--- src/pkg/gain_switch_pkg.sv ---
// How it works
// - with second_gain_enable at 0 the first gain set stays in use, and host_gain_select_bit picks PI (0) or P only (1) for the velocity loop.
// - with second_gain_enable at 1 the block may switch between the first and the second gain set as the trigger mode says.
// - position_switch_trigger_mode 0 fixes the first set, 1 the second, 2 follows the host bit and 3 triggers on the thrust command.
// - mode 4 keeps the first set; modes 5 to 10 trigger on velocity command, deviation, command present, not settled, speed, and command present plus speed.
// - in modes 3 and 5 to 10 the return from the second set to the first waits position_switch_return_delay ticks of 0.1 ms.
// - modes 3, 5, 6, 9 and 10 compare a magnitude with position_switch_level.
// - position_switch_hysteresis widens the band around the level and is limited to the level when larger.
// - a rising position loop gain ramps to its new value over position_gain_ramp_time ticks of 0.1 ms.
// - in mode 2 the first set is used while the host bit is 0 and the second while it is 1.
// - in mode 3 the block enters the second set above level plus hysteresis and leaves it after the thrust stays below level minus hysteresis for the delay.
package gain_switch_pkg;

	localparam int CLK_PERIOD_NS = 10;
	localparam int TICK_NS = 100000;
	localparam int TICK_CYCLES = TICK_NS / CLK_PERIOD_NS;

	localparam logic [7:0] CTRL_OFFSET = 8'h00;
	localparam logic [7:0] DELAY_OFFSET = 8'h04;
	localparam logic [7:0] LEVEL_OFFSET = 8'h08;
	localparam logic [7:0] HYST_OFFSET = 8'h0c;
	localparam logic [7:0] RAMP_OFFSET = 8'h10;
	localparam logic [7:0] GAIN1_OFFSET = 8'h14;
	localparam logic [7:0] GAIN2_OFFSET = 8'h18;
	localparam logic [7:0] STATUS_OFFSET = 8'h1c;

	localparam int CTRL_ENABLE_BIT = 0;
	localparam int CTRL_MODE_LSB = 4;
	localparam int STATUS_SECOND_BIT = 0;
	localparam int STATUS_P_ONLY_BIT = 1;
	localparam int STATUS_GAIN_LSB = 16;

	localparam logic [3:0] MODE_RESET = 4'h0;
	localparam logic [13:0] DELAY_RESET = 14'h0000;
	localparam logic [14:0] LEVEL_RESET = 15'h0000;
	localparam logic [14:0] HYST_RESET = 15'h0000;
	localparam logic [13:0] RAMP_RESET = 14'h0000;
	localparam logic [15:0] GAIN1_RESET = 16'h0000;
	localparam logic [15:0] GAIN2_RESET = 16'h0000;

	localparam logic [1:0] RESP_OKAY = 2'h0;
	localparam logic [1:0] RESP_SLVERR = 2'h2;

	typedef enum logic [3:0] {
		MODE_FIX_FIRST = 4'h0,
		MODE_FIX_SECOND = 4'h1,
		MODE_HOST_BIT = 4'h2,
		MODE_THRUST = 4'h3,
		MODE_INVALID = 4'h4,
		MODE_VEL_CMD = 4'h5,
		MODE_DEVIATION = 4'h6,
		MODE_CMD_PRESENT = 4'h7,
		MODE_NOT_SETTLED = 4'h8,
		MODE_SPEED = 4'h9,
		MODE_CMD_AND_SPEED = 4'ha
	} switch_mode_t;

	typedef enum logic {
		SET_FIRST = 1'b0,
		SET_SECOND = 1'b1
	} gain_set_t;

	typedef struct packed {
		logic signed [23:0] thrust_cmd;
		logic signed [23:0] velocity_cmd;
		logic signed [23:0] position_deviation;
		logic signed [23:0] actual_speed;
		logic position_cmd_present;
		logic positioning_complete;
	} motion_status_t;

	typedef struct packed {
		logic second_set_active;
		logic velocity_p_only;
		logic [15:0] position_loop_gain;
	} gain_out_t;

endpackage
--- src/core/gain_switch.sv ---
`timescale 1ns/1ps
module gain_switch
	import gain_switch_pkg::*;
#(
	parameter int TICK_COUNT = TICK_CYCLES
) (
	input wire logic clk,
	input wire logic sys_rst,
	input wire logic host_gain_select_bit,
	input wire motion_status_t motion,
	output gain_out_t gains,
	input wire logic [7:0] s_axi_awaddr,
	input wire logic s_axi_awvalid,
	output logic s_axi_awready,
	input wire logic [31:0] s_axi_wdata,
	input wire logic [3:0] s_axi_wstrb,
	input wire logic s_axi_wvalid,
	output logic s_axi_wready,
	output logic [1:0] s_axi_bresp,
	output logic s_axi_bvalid,
	input wire logic s_axi_bready,
	input wire logic [7:0] s_axi_araddr,
	input wire logic s_axi_arvalid,
	output logic s_axi_arready,
	output logic [31:0] s_axi_rdata,
	output logic [1:0] s_axi_rresp,
	output logic s_axi_rvalid,
	input wire logic s_axi_rready
);

	function automatic logic [23:0] mag(input logic signed [23:0] v);
		mag = v[23] ? 24'(-v) : 24'(v);
	endfunction

	// ---------------- register file ----------------
	logic enable_r, enable_nxt;
	logic [3:0] mode_r, mode_nxt;
	logic [13:0] delay_r, delay_nxt;
	logic [14:0] level_r, level_nxt;
	logic [14:0] hyst_r, hyst_nxt;
	logic [13:0] ramp_r, ramp_nxt;
	logic [15:0] gain1_r, gain1_nxt;
	logic [15:0] gain2_r, gain2_nxt;
	logic aw_full_r, aw_full_nxt;
	logic w_full_r, w_full_nxt;
	logic [7:0] awaddr_r, awaddr_nxt;
	logic [31:0] wdata_r, wdata_nxt;
	logic [3:0] wstrb_r, wstrb_nxt;
	logic bvalid_r, bvalid_nxt;
	logic [1:0] bresp_r, bresp_nxt;
	logic rvalid_r, rvalid_nxt;
	logic [1:0] rresp_r, rresp_nxt;
	logic [31:0] rdata_r, rdata_nxt;
	logic [31:0] status_word;
	logic [31:0] wr_word;
	logic [31:0] cur_word;
	logic wr_hit;

	assign s_axi_awready = !aw_full_r && !bvalid_r;
	assign s_axi_wready = !w_full_r && !bvalid_r;
	assign s_axi_arready = !rvalid_r;
	assign s_axi_bvalid = bvalid_r;
	assign s_axi_bresp = bresp_r;
	assign s_axi_rvalid = rvalid_r;
	assign s_axi_rresp = rresp_r;
	assign s_axi_rdata = rdata_r;

	gain_set_t set_r, set_nxt;
	logic [15:0] gain_r, gain_nxt;
	logic p_only_r, p_only_nxt;

	always_comb begin
		status_word = 32'h0000_0000;
		status_word[STATUS_SECOND_BIT] = (set_r == SET_SECOND);
		status_word[STATUS_P_ONLY_BIT] = p_only_r;
		status_word[STATUS_GAIN_LSB +: 16] = gain_r;
	end

	always_comb begin
		enable_nxt = enable_r;
		mode_nxt = mode_r;
		delay_nxt = delay_r;
		level_nxt = level_r;
		hyst_nxt = hyst_r;
		ramp_nxt = ramp_r;
		gain1_nxt = gain1_r;
		gain2_nxt = gain2_r;
		aw_full_nxt = aw_full_r;
		w_full_nxt = w_full_r;
		awaddr_nxt = awaddr_r;
		wdata_nxt = wdata_r;
		wstrb_nxt = wstrb_r;
		bvalid_nxt = bvalid_r;
		bresp_nxt = bresp_r;
		rvalid_nxt = rvalid_r;
		rresp_nxt = rresp_r;
		rdata_nxt = rdata_r;
		cur_word = 32'h0000_0000;
		wr_word = 32'h0000_0000;
		wr_hit = 1'b1;
		if (s_axi_awvalid && s_axi_awready) begin
			aw_full_nxt = 1'b1;
			awaddr_nxt = s_axi_awaddr;
		end
		if (s_axi_wvalid && s_axi_wready) begin
			w_full_nxt = 1'b1;
			wdata_nxt = s_axi_wdata;
			wstrb_nxt = s_axi_wstrb;
		end
		// both halves held: commit the write one cycle after the later one arrives
		if (aw_full_r && w_full_r) begin
			unique case ({awaddr_r[7:2], 2'b00})
				CTRL_OFFSET: cur_word = 32'({mode_r, 3'b000, enable_r});
				DELAY_OFFSET: cur_word = 32'(delay_r);
				LEVEL_OFFSET: cur_word = 32'(level_r);
				HYST_OFFSET: cur_word = 32'(hyst_r);
				RAMP_OFFSET: cur_word = 32'(ramp_r);
				GAIN1_OFFSET: cur_word = 32'(gain1_r);
				GAIN2_OFFSET: cur_word = 32'(gain2_r);
				default: wr_hit = 1'b0;
			endcase
			for (int b = 0; b < 4; b++) begin
				wr_word[8*b +: 8] = wstrb_r[b] ? wdata_r[8*b +: 8] : cur_word[8*b +: 8];
			end
			if (wr_hit) begin
				unique case ({awaddr_r[7:2], 2'b00})
					CTRL_OFFSET: begin
						enable_nxt = wr_word[CTRL_ENABLE_BIT];
						mode_nxt = wr_word[CTRL_MODE_LSB +: 4];
					end
					DELAY_OFFSET: delay_nxt = wr_word[13:0];
					LEVEL_OFFSET: level_nxt = wr_word[14:0];
					HYST_OFFSET: hyst_nxt = wr_word[14:0];
					RAMP_OFFSET: ramp_nxt = wr_word[13:0];
					GAIN1_OFFSET: gain1_nxt = wr_word[15:0];
					default: gain2_nxt = wr_word[15:0];
				endcase
			end
			aw_full_nxt = 1'b0;
			w_full_nxt = 1'b0;
			bvalid_nxt = 1'b1;
			bresp_nxt = wr_hit ? RESP_OKAY : RESP_SLVERR;
		end
		if (bvalid_r && s_axi_bready) begin
			bvalid_nxt = 1'b0;
		end
		if (rvalid_r && s_axi_rready) begin
			rvalid_nxt = 1'b0;
		end
		if (s_axi_arvalid && s_axi_arready) begin
			rvalid_nxt = 1'b1;
			rresp_nxt = RESP_OKAY;
			unique case ({s_axi_araddr[7:2], 2'b00})
				CTRL_OFFSET: rdata_nxt = 32'({mode_r, 3'b000, enable_r});
				DELAY_OFFSET: rdata_nxt = 32'(delay_r);
				LEVEL_OFFSET: rdata_nxt = 32'(level_r);
				HYST_OFFSET: rdata_nxt = 32'(hyst_r);
				RAMP_OFFSET: rdata_nxt = 32'(ramp_r);
				GAIN1_OFFSET: rdata_nxt = 32'(gain1_r);
				GAIN2_OFFSET: rdata_nxt = 32'(gain2_r);
				STATUS_OFFSET: rdata_nxt = status_word;
				default: begin
					rdata_nxt = 32'h0000_0000;
					rresp_nxt = RESP_SLVERR;
				end
			endcase
		end
	end

	always_ff @(posedge clk) begin
		if (sys_rst) begin
			enable_r <= 1'b0;
			mode_r <= MODE_RESET;
			delay_r <= DELAY_RESET;
			level_r <= LEVEL_RESET;
			hyst_r <= HYST_RESET;
			ramp_r <= RAMP_RESET;
			gain1_r <= GAIN1_RESET;
			gain2_r <= GAIN2_RESET;
			aw_full_r <= 1'b0;
			w_full_r <= 1'b0;
			awaddr_r <= 8'h00;
			wdata_r <= 32'h0000_0000;
			wstrb_r <= 4'h0;
			bvalid_r <= 1'b0;
			bresp_r <= RESP_OKAY;
			rvalid_r <= 1'b0;
			rresp_r <= RESP_OKAY;
			rdata_r <= 32'h0000_0000;
		end else begin
			enable_r <= enable_nxt;
			mode_r <= mode_nxt;
			delay_r <= delay_nxt;
			level_r <= level_nxt;
			hyst_r <= hyst_nxt;
			ramp_r <= ramp_nxt;
			gain1_r <= gain1_nxt;
			gain2_r <= gain2_nxt;
			aw_full_r <= aw_full_nxt;
			w_full_r <= w_full_nxt;
			awaddr_r <= awaddr_nxt;
			wdata_r <= wdata_nxt;
			wstrb_r <= wstrb_nxt;
			bvalid_r <= bvalid_nxt;
			bresp_r <= bresp_nxt;
			rvalid_r <= rvalid_nxt;
			rresp_r <= rresp_nxt;
			rdata_r <= rdata_nxt;
		end
	end

	// ---------------- 0.1 ms tick ----------------
	logic [31:0] div_r, div_nxt;
	logic tick;

	assign tick = (div_r == 32'(TICK_COUNT - 1));

	always_comb begin
		div_nxt = tick ? 32'h0000_0000 : div_r + 32'h0000_0001;
	end

	// ---------------- trigger and set selection ----------------
	logic [14:0] hyst_eff;
	logic [23:0] upper, lower, sample;
	logic above, below, level_mode;
	logic enter, release_ok, timed_return;
	logic [13:0] hold_r, hold_nxt;

	always_comb begin
		hyst_eff = (hyst_r > level_r) ? level_r : hyst_r;
		upper = 24'(level_r) + 24'(hyst_eff);
		lower = 24'(level_r) - 24'(hyst_eff);
		unique case (mode_r)
			MODE_THRUST: sample = mag(motion.thrust_cmd);
			MODE_VEL_CMD: sample = mag(motion.velocity_cmd);
			MODE_DEVIATION: sample = mag(motion.position_deviation);
			default: sample = mag(motion.actual_speed);
		endcase
		above = sample > upper;
		below = sample < lower;
		level_mode = 1'b0;
		enter = 1'b0;
		release_ok = 1'b1;
		unique case (mode_r)
			MODE_THRUST, MODE_VEL_CMD, MODE_DEVIATION, MODE_SPEED: begin
				level_mode = 1'b1;
				enter = above;
				release_ok = below;
			end
			MODE_CMD_PRESENT: begin
				enter = motion.position_cmd_present;
				release_ok = !motion.position_cmd_present;
			end
			MODE_NOT_SETTLED: begin
				enter = !motion.positioning_complete;
				release_ok = motion.positioning_complete;
			end
			MODE_CMD_AND_SPEED: begin
				level_mode = 1'b1;
				enter = motion.position_cmd_present || above;
				release_ok = !motion.position_cmd_present && below;
			end
			default: begin
				enter = 1'b0;
				release_ok = 1'b1;
			end
		endcase
		timed_return = level_mode || mode_r == MODE_CMD_PRESENT || mode_r == MODE_NOT_SETTLED;
		hold_nxt = hold_r;
		set_nxt = set_r;
		p_only_nxt = 1'b0;
		if (!enable_r) begin
			set_nxt = SET_FIRST;
			p_only_nxt = host_gain_select_bit;
			hold_nxt = 14'h0000;
		end else begin
			unique case (mode_r)
				MODE_FIX_FIRST, MODE_INVALID: set_nxt = SET_FIRST;
				MODE_FIX_SECOND: set_nxt = SET_SECOND;
				MODE_HOST_BIT: set_nxt = host_gain_select_bit ? SET_SECOND : SET_FIRST;
				default: begin
					if (!timed_return) begin
						set_nxt = SET_FIRST;
					end else if (set_r == SET_FIRST) begin
						hold_nxt = 14'h0000;
						if (enter) begin
							set_nxt = SET_SECOND;
						end
					end else if (!release_ok) begin
						// any excursion restarts the return delay
						hold_nxt = 14'h0000;
					end else if (hold_r >= delay_r) begin
						set_nxt = SET_FIRST;
						hold_nxt = 14'h0000;
					end else if (tick) begin
						hold_nxt = hold_r + 14'h0001;
					end
				end
			endcase
		end
	end

	// ---------------- gain ramp ----------------
	logic [15:0] target, diff_r, diff_nxt, last_target_r;
	logic [31:0] acc_r, acc_nxt, span, acc_sum;

	always_comb begin
		target = (set_r == SET_SECOND) ? gain2_r : gain1_r;
		span = 32'(ramp_r * TICK_COUNT);
		acc_sum = acc_r + 32'(diff_r);
		gain_nxt = gain_r;
		acc_nxt = acc_r;
		diff_nxt = diff_r;
		if (target != last_target_r) begin
			diff_nxt = (target > gain_r) ? target - gain_r : 16'h0000;
			acc_nxt = 32'h0000_0000;
		end
		if (target <= gain_r || ramp_r == 14'h0000) begin
			gain_nxt = target;
		end else if (acc_sum >= span) begin
			// spread the rise over span cycles; one step a cycle at most
			acc_nxt = acc_sum - span;
			gain_nxt = gain_r + 16'h0001;
		end else begin
			acc_nxt = acc_sum;
		end
	end

	always_ff @(posedge clk) begin
		if (sys_rst) begin
			div_r <= 32'h0000_0000;
			hold_r <= 14'h0000;
			set_r <= SET_FIRST;
			p_only_r <= 1'b0;
			gain_r <= GAIN1_RESET;
			diff_r <= 16'h0000;
			acc_r <= 32'h0000_0000;
			last_target_r <= GAIN1_RESET;
		end else begin
			div_r <= div_nxt;
			hold_r <= hold_nxt;
			set_r <= set_nxt;
			p_only_r <= p_only_nxt;
			gain_r <= gain_nxt;
			diff_r <= diff_nxt;
			acc_r <= acc_nxt;
			last_target_r <= target;
		end
	end

	assign gains.second_set_active = (set_r == SET_SECOND);
	assign gains.velocity_p_only = p_only_r;
	assign gains.position_loop_gain = gain_r;

endmodule

--- config.mk ---
export PLATFORM = sky130hd
export DESIGN_NAME = gain_switch
export DESIGN_NICKNAME = d
export VERILOG_FILES = /design/src/pkg/gain_switch_pkg.sv /design/src/core/gain_switch.sv
export SDC_FILE = /design/constraint.sdc
export NUM_CORES = 1
export LEC_CHECK = 0
export BUFFER_PORTS_ARGS = -buffer_cell sky130_fd_sc_hd__buf_4
export CAP_MARGIN = 0
export CELL_PAD_IN_SITES_DETAIL_PLACEMENT = 0
export CELL_PAD_IN_SITES_GLOBAL_PLACEMENT = 1
export CORE_UTILIZATION = 49
export CTS_BUF_LIST = sky130_fd_sc_hd__clkbuf_16
export DETAILED_ROUTE_END_ITERATION = 10
export PLACE_DENSITY = 0.94
export SYNTH_ARGS = -nofsm -noshare
export SYNTH_HDL_FRONTEND = slang
export SYNTH_SLANG_ARGS = --single-unit
export TNS_END_PERCENT = 100
--- constraint.sdc ---
create_clock -name clk -period 12.95 [get_ports clk]
set_clock_uncertainty 0.1 [all_clocks]
set_input_delay 3.885 -clock clk [delete_from_list [all_inputs] [get_ports clk]]
set_output_delay 3.885 -clock clk [all_outputs]
set_load 0.05 [all_outputs]
==> reports/results.md <==
| Metric | This run | Unit |
|---|---|---|
| # resized after CTS | 0 | - |
| Clock tree root buffer cell | sky130_fd_sc_hd__clkbuf_16 | - |
| Leading post-synthesis cells by cell area | sky130_fd_sc_hd__dfxtp_1 24%, sky130_fd_sc_hd__ha_1 12%, sky130_fd_sc_hd__nor2_1 6.6% | - |
| Grt total ovfl | 0 | - |
| Proportion of layout cells with a drive suffix above 1 | 9.92 | % |
| Leading area contributor after synthesis | sky130_fd_sc_hd__dfxtp_1 | - |
| First drt pass iteration count | 8 | - |
| Port bufs | 192 | - |
| # Post-CTS Setup Buffers | 0 | - |
| Area of the die | 49200 | um2 |
| Number of violations of the max-capacitance limit | 0 | - |
| Cell count after synthesis | 3058 | - |
| Leakage power figure | 0.0111 | uW |
| Switching Fraction | 27.4 | % |
| Launching element type of the critical path | input pin | - |
| Starting DRT DRC Count | 2007 | - |
| Final hold violation count | 0 | - |
| Fin. max-slew vios | 0 | - |
| Yosys reg bits | 285 | - |
| Most frequent cells in the layout | 418 x sky130_fd_sc_hd__nor2_1, 285 x sky130_fd_sc_hd__dfxtp_1, 274 x sky130_fd_sc_hd__a21oi_1 | - |
| Gate power share | 13.0 | % |
| Register-to-Register Setup Slack | 4300 | ps |
| I/O pin cnt | 217 | - |
| Number of global-route vias before repair | 22.1k | - |
| Clock transition at the registers of the reported paths | 60 | ps |
| DP HPWL | 58800 | um |
| Clock power share | 41.4 | % |
| Final weighted congestion in routability-driven placement | 0.955 | - |
| Mean Syn Cell Area | 7.74 | um2 |
| Reg power frac | 45.7 | % |
| Final Cycle Share | 69.4 | % |
| Sequential cell area fraction in the yosys report | 24.1 | % |
| Total negative setup slack | 0 | ps |
| Number of setup violations in the final report | 0 | - |
| Unrepaired setup endpoints after global routing | no | - |
| Total standard cell area after synthesis | 23700 | um2 |
| Area overhead of the layout relative to synthesis | 11.7 | % |
| Worst slew margin relative to its limit | 22.4 | % |
| Highest clock frequency the design can meet | 111 | MHz |
| Final-stage net count | 3591 | - |
| Vias per cell | 6.03 | - |
| Layout filler cell count | 4467 | - |
| Antenna violations before repair | 0 | - |
| TritonCTS Sinks | 285 | - |
| Number of nets still failing antenna checks after routing | 0 | - |
| Run status | completed | - |
| Net Switching | 539 | uW |
| Post-route DRC | 0 | - |
| Total area of sequential cells | 5710 | um2 |
| Type of element capturing the critical path | register | - |
| Post-synth top area share | 24.1 | % |
| Dominant register cell in the synthesized netlist | sky130_fd_sc_hd__dfxtp_1 | - |
| Deepest clock path buffer count | 3 | - |
| Class of the worst hold path | reg2reg | - |
| CTS Hold Buffers Added | 0 | - |
| Skew-Pair Late Insertion Delay | 570 | ps |
| Total number of vias | 22.9k | - |
| Count of cell types in the netlist | 79 | - |
| PD cells | 74.5 | nW/um2 |
| Chip width | 222 | um |
| Antenna cell count | 0 | - |
| Clock tree from TritonCTS | done | - |
| Final critical delay including setup and external delays | 8980 | ps |
| Number of warnings issued by yosys | 0 | - |
| WL/cell | 20.0 | um |
| Final core utilization | 55.5 | % |
| Wire length of the first global-routing pass | 120000 | um |
| Initial Util | 49.7 | % |
| Clock buffers created by TritonCTS | 30 | - |
| CP required | 13350 | ps |
| Number of enable flip-flop cells after synthesis | 0 | - |
| Worst Tran Pin Value | 1160 | ps |
| Most common cell after layout, fill and taps aside | sky130_fd_sc_hd__nor2_1 | - |
| Site row count | 80 | - |
| CP max FO | 13 | - |
| Core Region | 47600 | um2 |
| Proportion of synthesized flip-flops having asynchronous set or reset | 0 | % |
| Area occupied by multi-input gates | 16700 | um2 |
| Critical path data arrival time | 9380 | ps |
| Die H | 222 | um |
| H-tree levels | 1 | - |
| Largest net degree at the start of global routing | 102 | - |
| Max VDD drop | 111 | uV |
| Internal portion of total power | 1430 | uW |
| Kind of critical path | in2reg | - |
| Overall track demand over capacity in global routing | 30.1 | % |
| Detailed Route WL | 76200 | um |
-- cell usage after synthesis, types with 7 or more instances --
master / instances
sky130_fd_sc_hd__and4_1: 7
sky130_fd_sc_hd__nand3b_1: 11
sky130_fd_sc_hd__a211oi_1: 36
sky130_fd_sc_hd__a221oi_1: 13
sky130_fd_sc_hd__nor2_1: 418
sky130_fd_sc_hd__o211ai_1: 21
sky130_fd_sc_hd__nor4_1: 21
sky130_fd_sc_hd__a21o_1: 39
sky130_fd_sc_hd__or3_1: 37
sky130_fd_sc_hd__mux2_2: 20
sky130_fd_sc_hd__dfxtp_1: 285
sky130_fd_sc_hd__ha_1: 233
sky130_fd_sc_hd__xnor2_1: 141
sky130_fd_sc_hd__o31ai_1: 35
sky130_fd_sc_hd__and2_1: 17
sky130_fd_sc_hd__buf_1: 12
sky130_fd_sc_hd__nand2_1: 215
sky130_fd_sc_hd__nor3_1: 52
sky130_fd_sc_hd__nand3_1: 76
sky130_fd_sc_hd__o21ai_1: 8
sky130_fd_sc_hd__o21bai_1: 16
sky130_fd_sc_hd__o21a_1: 21
sky130_fd_sc_hd__o21ai_0: 123
sky130_fd_sc_hd__fa_1: 34
sky130_fd_sc_hd__or2_2: 13
sky130_fd_sc_hd__inv_1: 205
sky130_fd_sc_hd__clkbuf_1: 124
sky130_fd_sc_hd__mux2i_1: 80
sky130_fd_sc_hd__nand2b_1: 28
sky130_fd_sc_hd__a22oi_1: 72
sky130_fd_sc_hd__and3_1: 25
sky130_fd_sc_hd__a311oi_1: 8
sky130_fd_sc_hd__a21oi_1: 274
sky130_fd_sc_hd__a31oi_1: 16
sky130_fd_sc_hd__nor2b_1: 33
sky130_fd_sc_hd__a222oi_1: 11
sky130_fd_sc_hd__xor2_1: 100
sky130_fd_sc_hd__o22ai_1: 20
sky130_fd_sc_hd__nand4_1: 45
sky130_fd_sc_hd__or4_1: 14
sky130_fd_sc_hd__o41ai_1: 16
-- path summary, 6_finish.rpt --
check,start,depth (start not counted),endpoint
worst max-delay path,motion[31],17,hold_r[4]
worst min-delay path,wdata_r[12],2,wdata_r[12]
worst max register to register,level_r[1],33,hold_r[4]
worst min register to register,wdata_r[12],2,wdata_r[12]
-- power by group through the flow --
| stage | logic, uW | clock network [uW] | registers, uW |
|---|---|---|---|
| 3_5_place_dp | 251 | 0 | 918 |
| 6_report | 255 | 814 | 899 |
| 4_1_cts | 253 | 819 | 899 |
| 3_3_place_gp | 246 | 0 | 918 |
| 2_1_floorplan | 141 | 0 | 924 |
| 5_1_grt | 275 | 854 | 900 |
-- per-stage QoR --
step	instances	worst slack [ps]	hold WS (ps)	total power, uW	instance area [um2]
3_3_place_gp	3749	3450	340	1160	25500
2_1_floorplan	3059	4340	326	1060	23700
4_1_cts	3802	3970	366	1970	26400
5_1_grt	3802	3570	380	2030	26400
3_5_place_dp	3749	3400	353	1170	25500
6_report	3802	3970	364	1970	26400
-- sequential cells by signal, summed over array words and instances, names as in the netlist, 2 cells and up --
signal and flops:
level_r 15, gain2_r 16, delay_r 14, s_axi_rdata 32
hold_r 14, wdata_r 16, awaddr_r 6, div_r 32
hyst_r 15, acc_r 32, gain_r 16, gain1_r 16
ramp_r 14, wstrb_r 2, diff_r 16, mode_r 4
last_target_r 16
-- per-layer routing --
metal	wire length, um	share of wire [%]	up-vias	GRT usage [%]
met5	0	0	-	0
met4	3310	4.3	0	12.8
met3	4680	6.1	150	3.37
met2	36000	47	805	51.9
met1	32200	42	10900	38.1
li1	-	-	11100	-
-- logic make-up after synthesis --
logic type / after synthesis / share of synthesized area, %
AO/OA/AOI/OAI: 779 / 21.0
flip-flops: 285 / 24.1
XOR/XNOR: 241 / 8.92
buffers and inverters: 347 / 5.58
other: 1 / 0.0158
AND/OR/NAND/NOR: 1034 / 20.4
multiplexers: 104 / 4.72
adder cells (fa/ha/maj): 267 / 15.2
-- final cells by class --
cell class	count	area share, %
clock inverters	22	0.459
inverters	205	2.91
flip-flops and latches	285	21.6
repair buffers	217	6.18
well taps	615	2.91
clock buffers	31	2.93
multi-input cells	2427	63.0
-- critical path, cell delays in order --
cell and delay (ps):
sky130_fd_sc_hd__buf_4 120, sky130_fd_sc_hd__or4_1 600, sky130_fd_sc_hd__or4_1 570, sky130_fd_sc_hd__or4_4 560, sky130_fd_sc_hd__nand2_1 110, sky130_fd_sc_hd__xnor2_1 110, sky130_fd_sc_hd__a222oi_1 290, sky130_fd_sc_hd__o21ai_0 320
sky130_fd_sc_hd__ha_1 450, sky130_fd_sc_hd__nand4_1 90, sky130_fd_sc_hd__o31ai_1 230, sky130_fd_sc_hd__o41ai_1 130, sky130_fd_sc_hd__o21a_1 210, sky130_fd_sc_hd__o211ai_1 770, sky130_fd_sc_hd__o21ai_0 360, sky130_fd_sc_hd__or3_1 420
sky130_fd_sc_hd__a21oi_1 150
(Power assumes the default switching activity.)
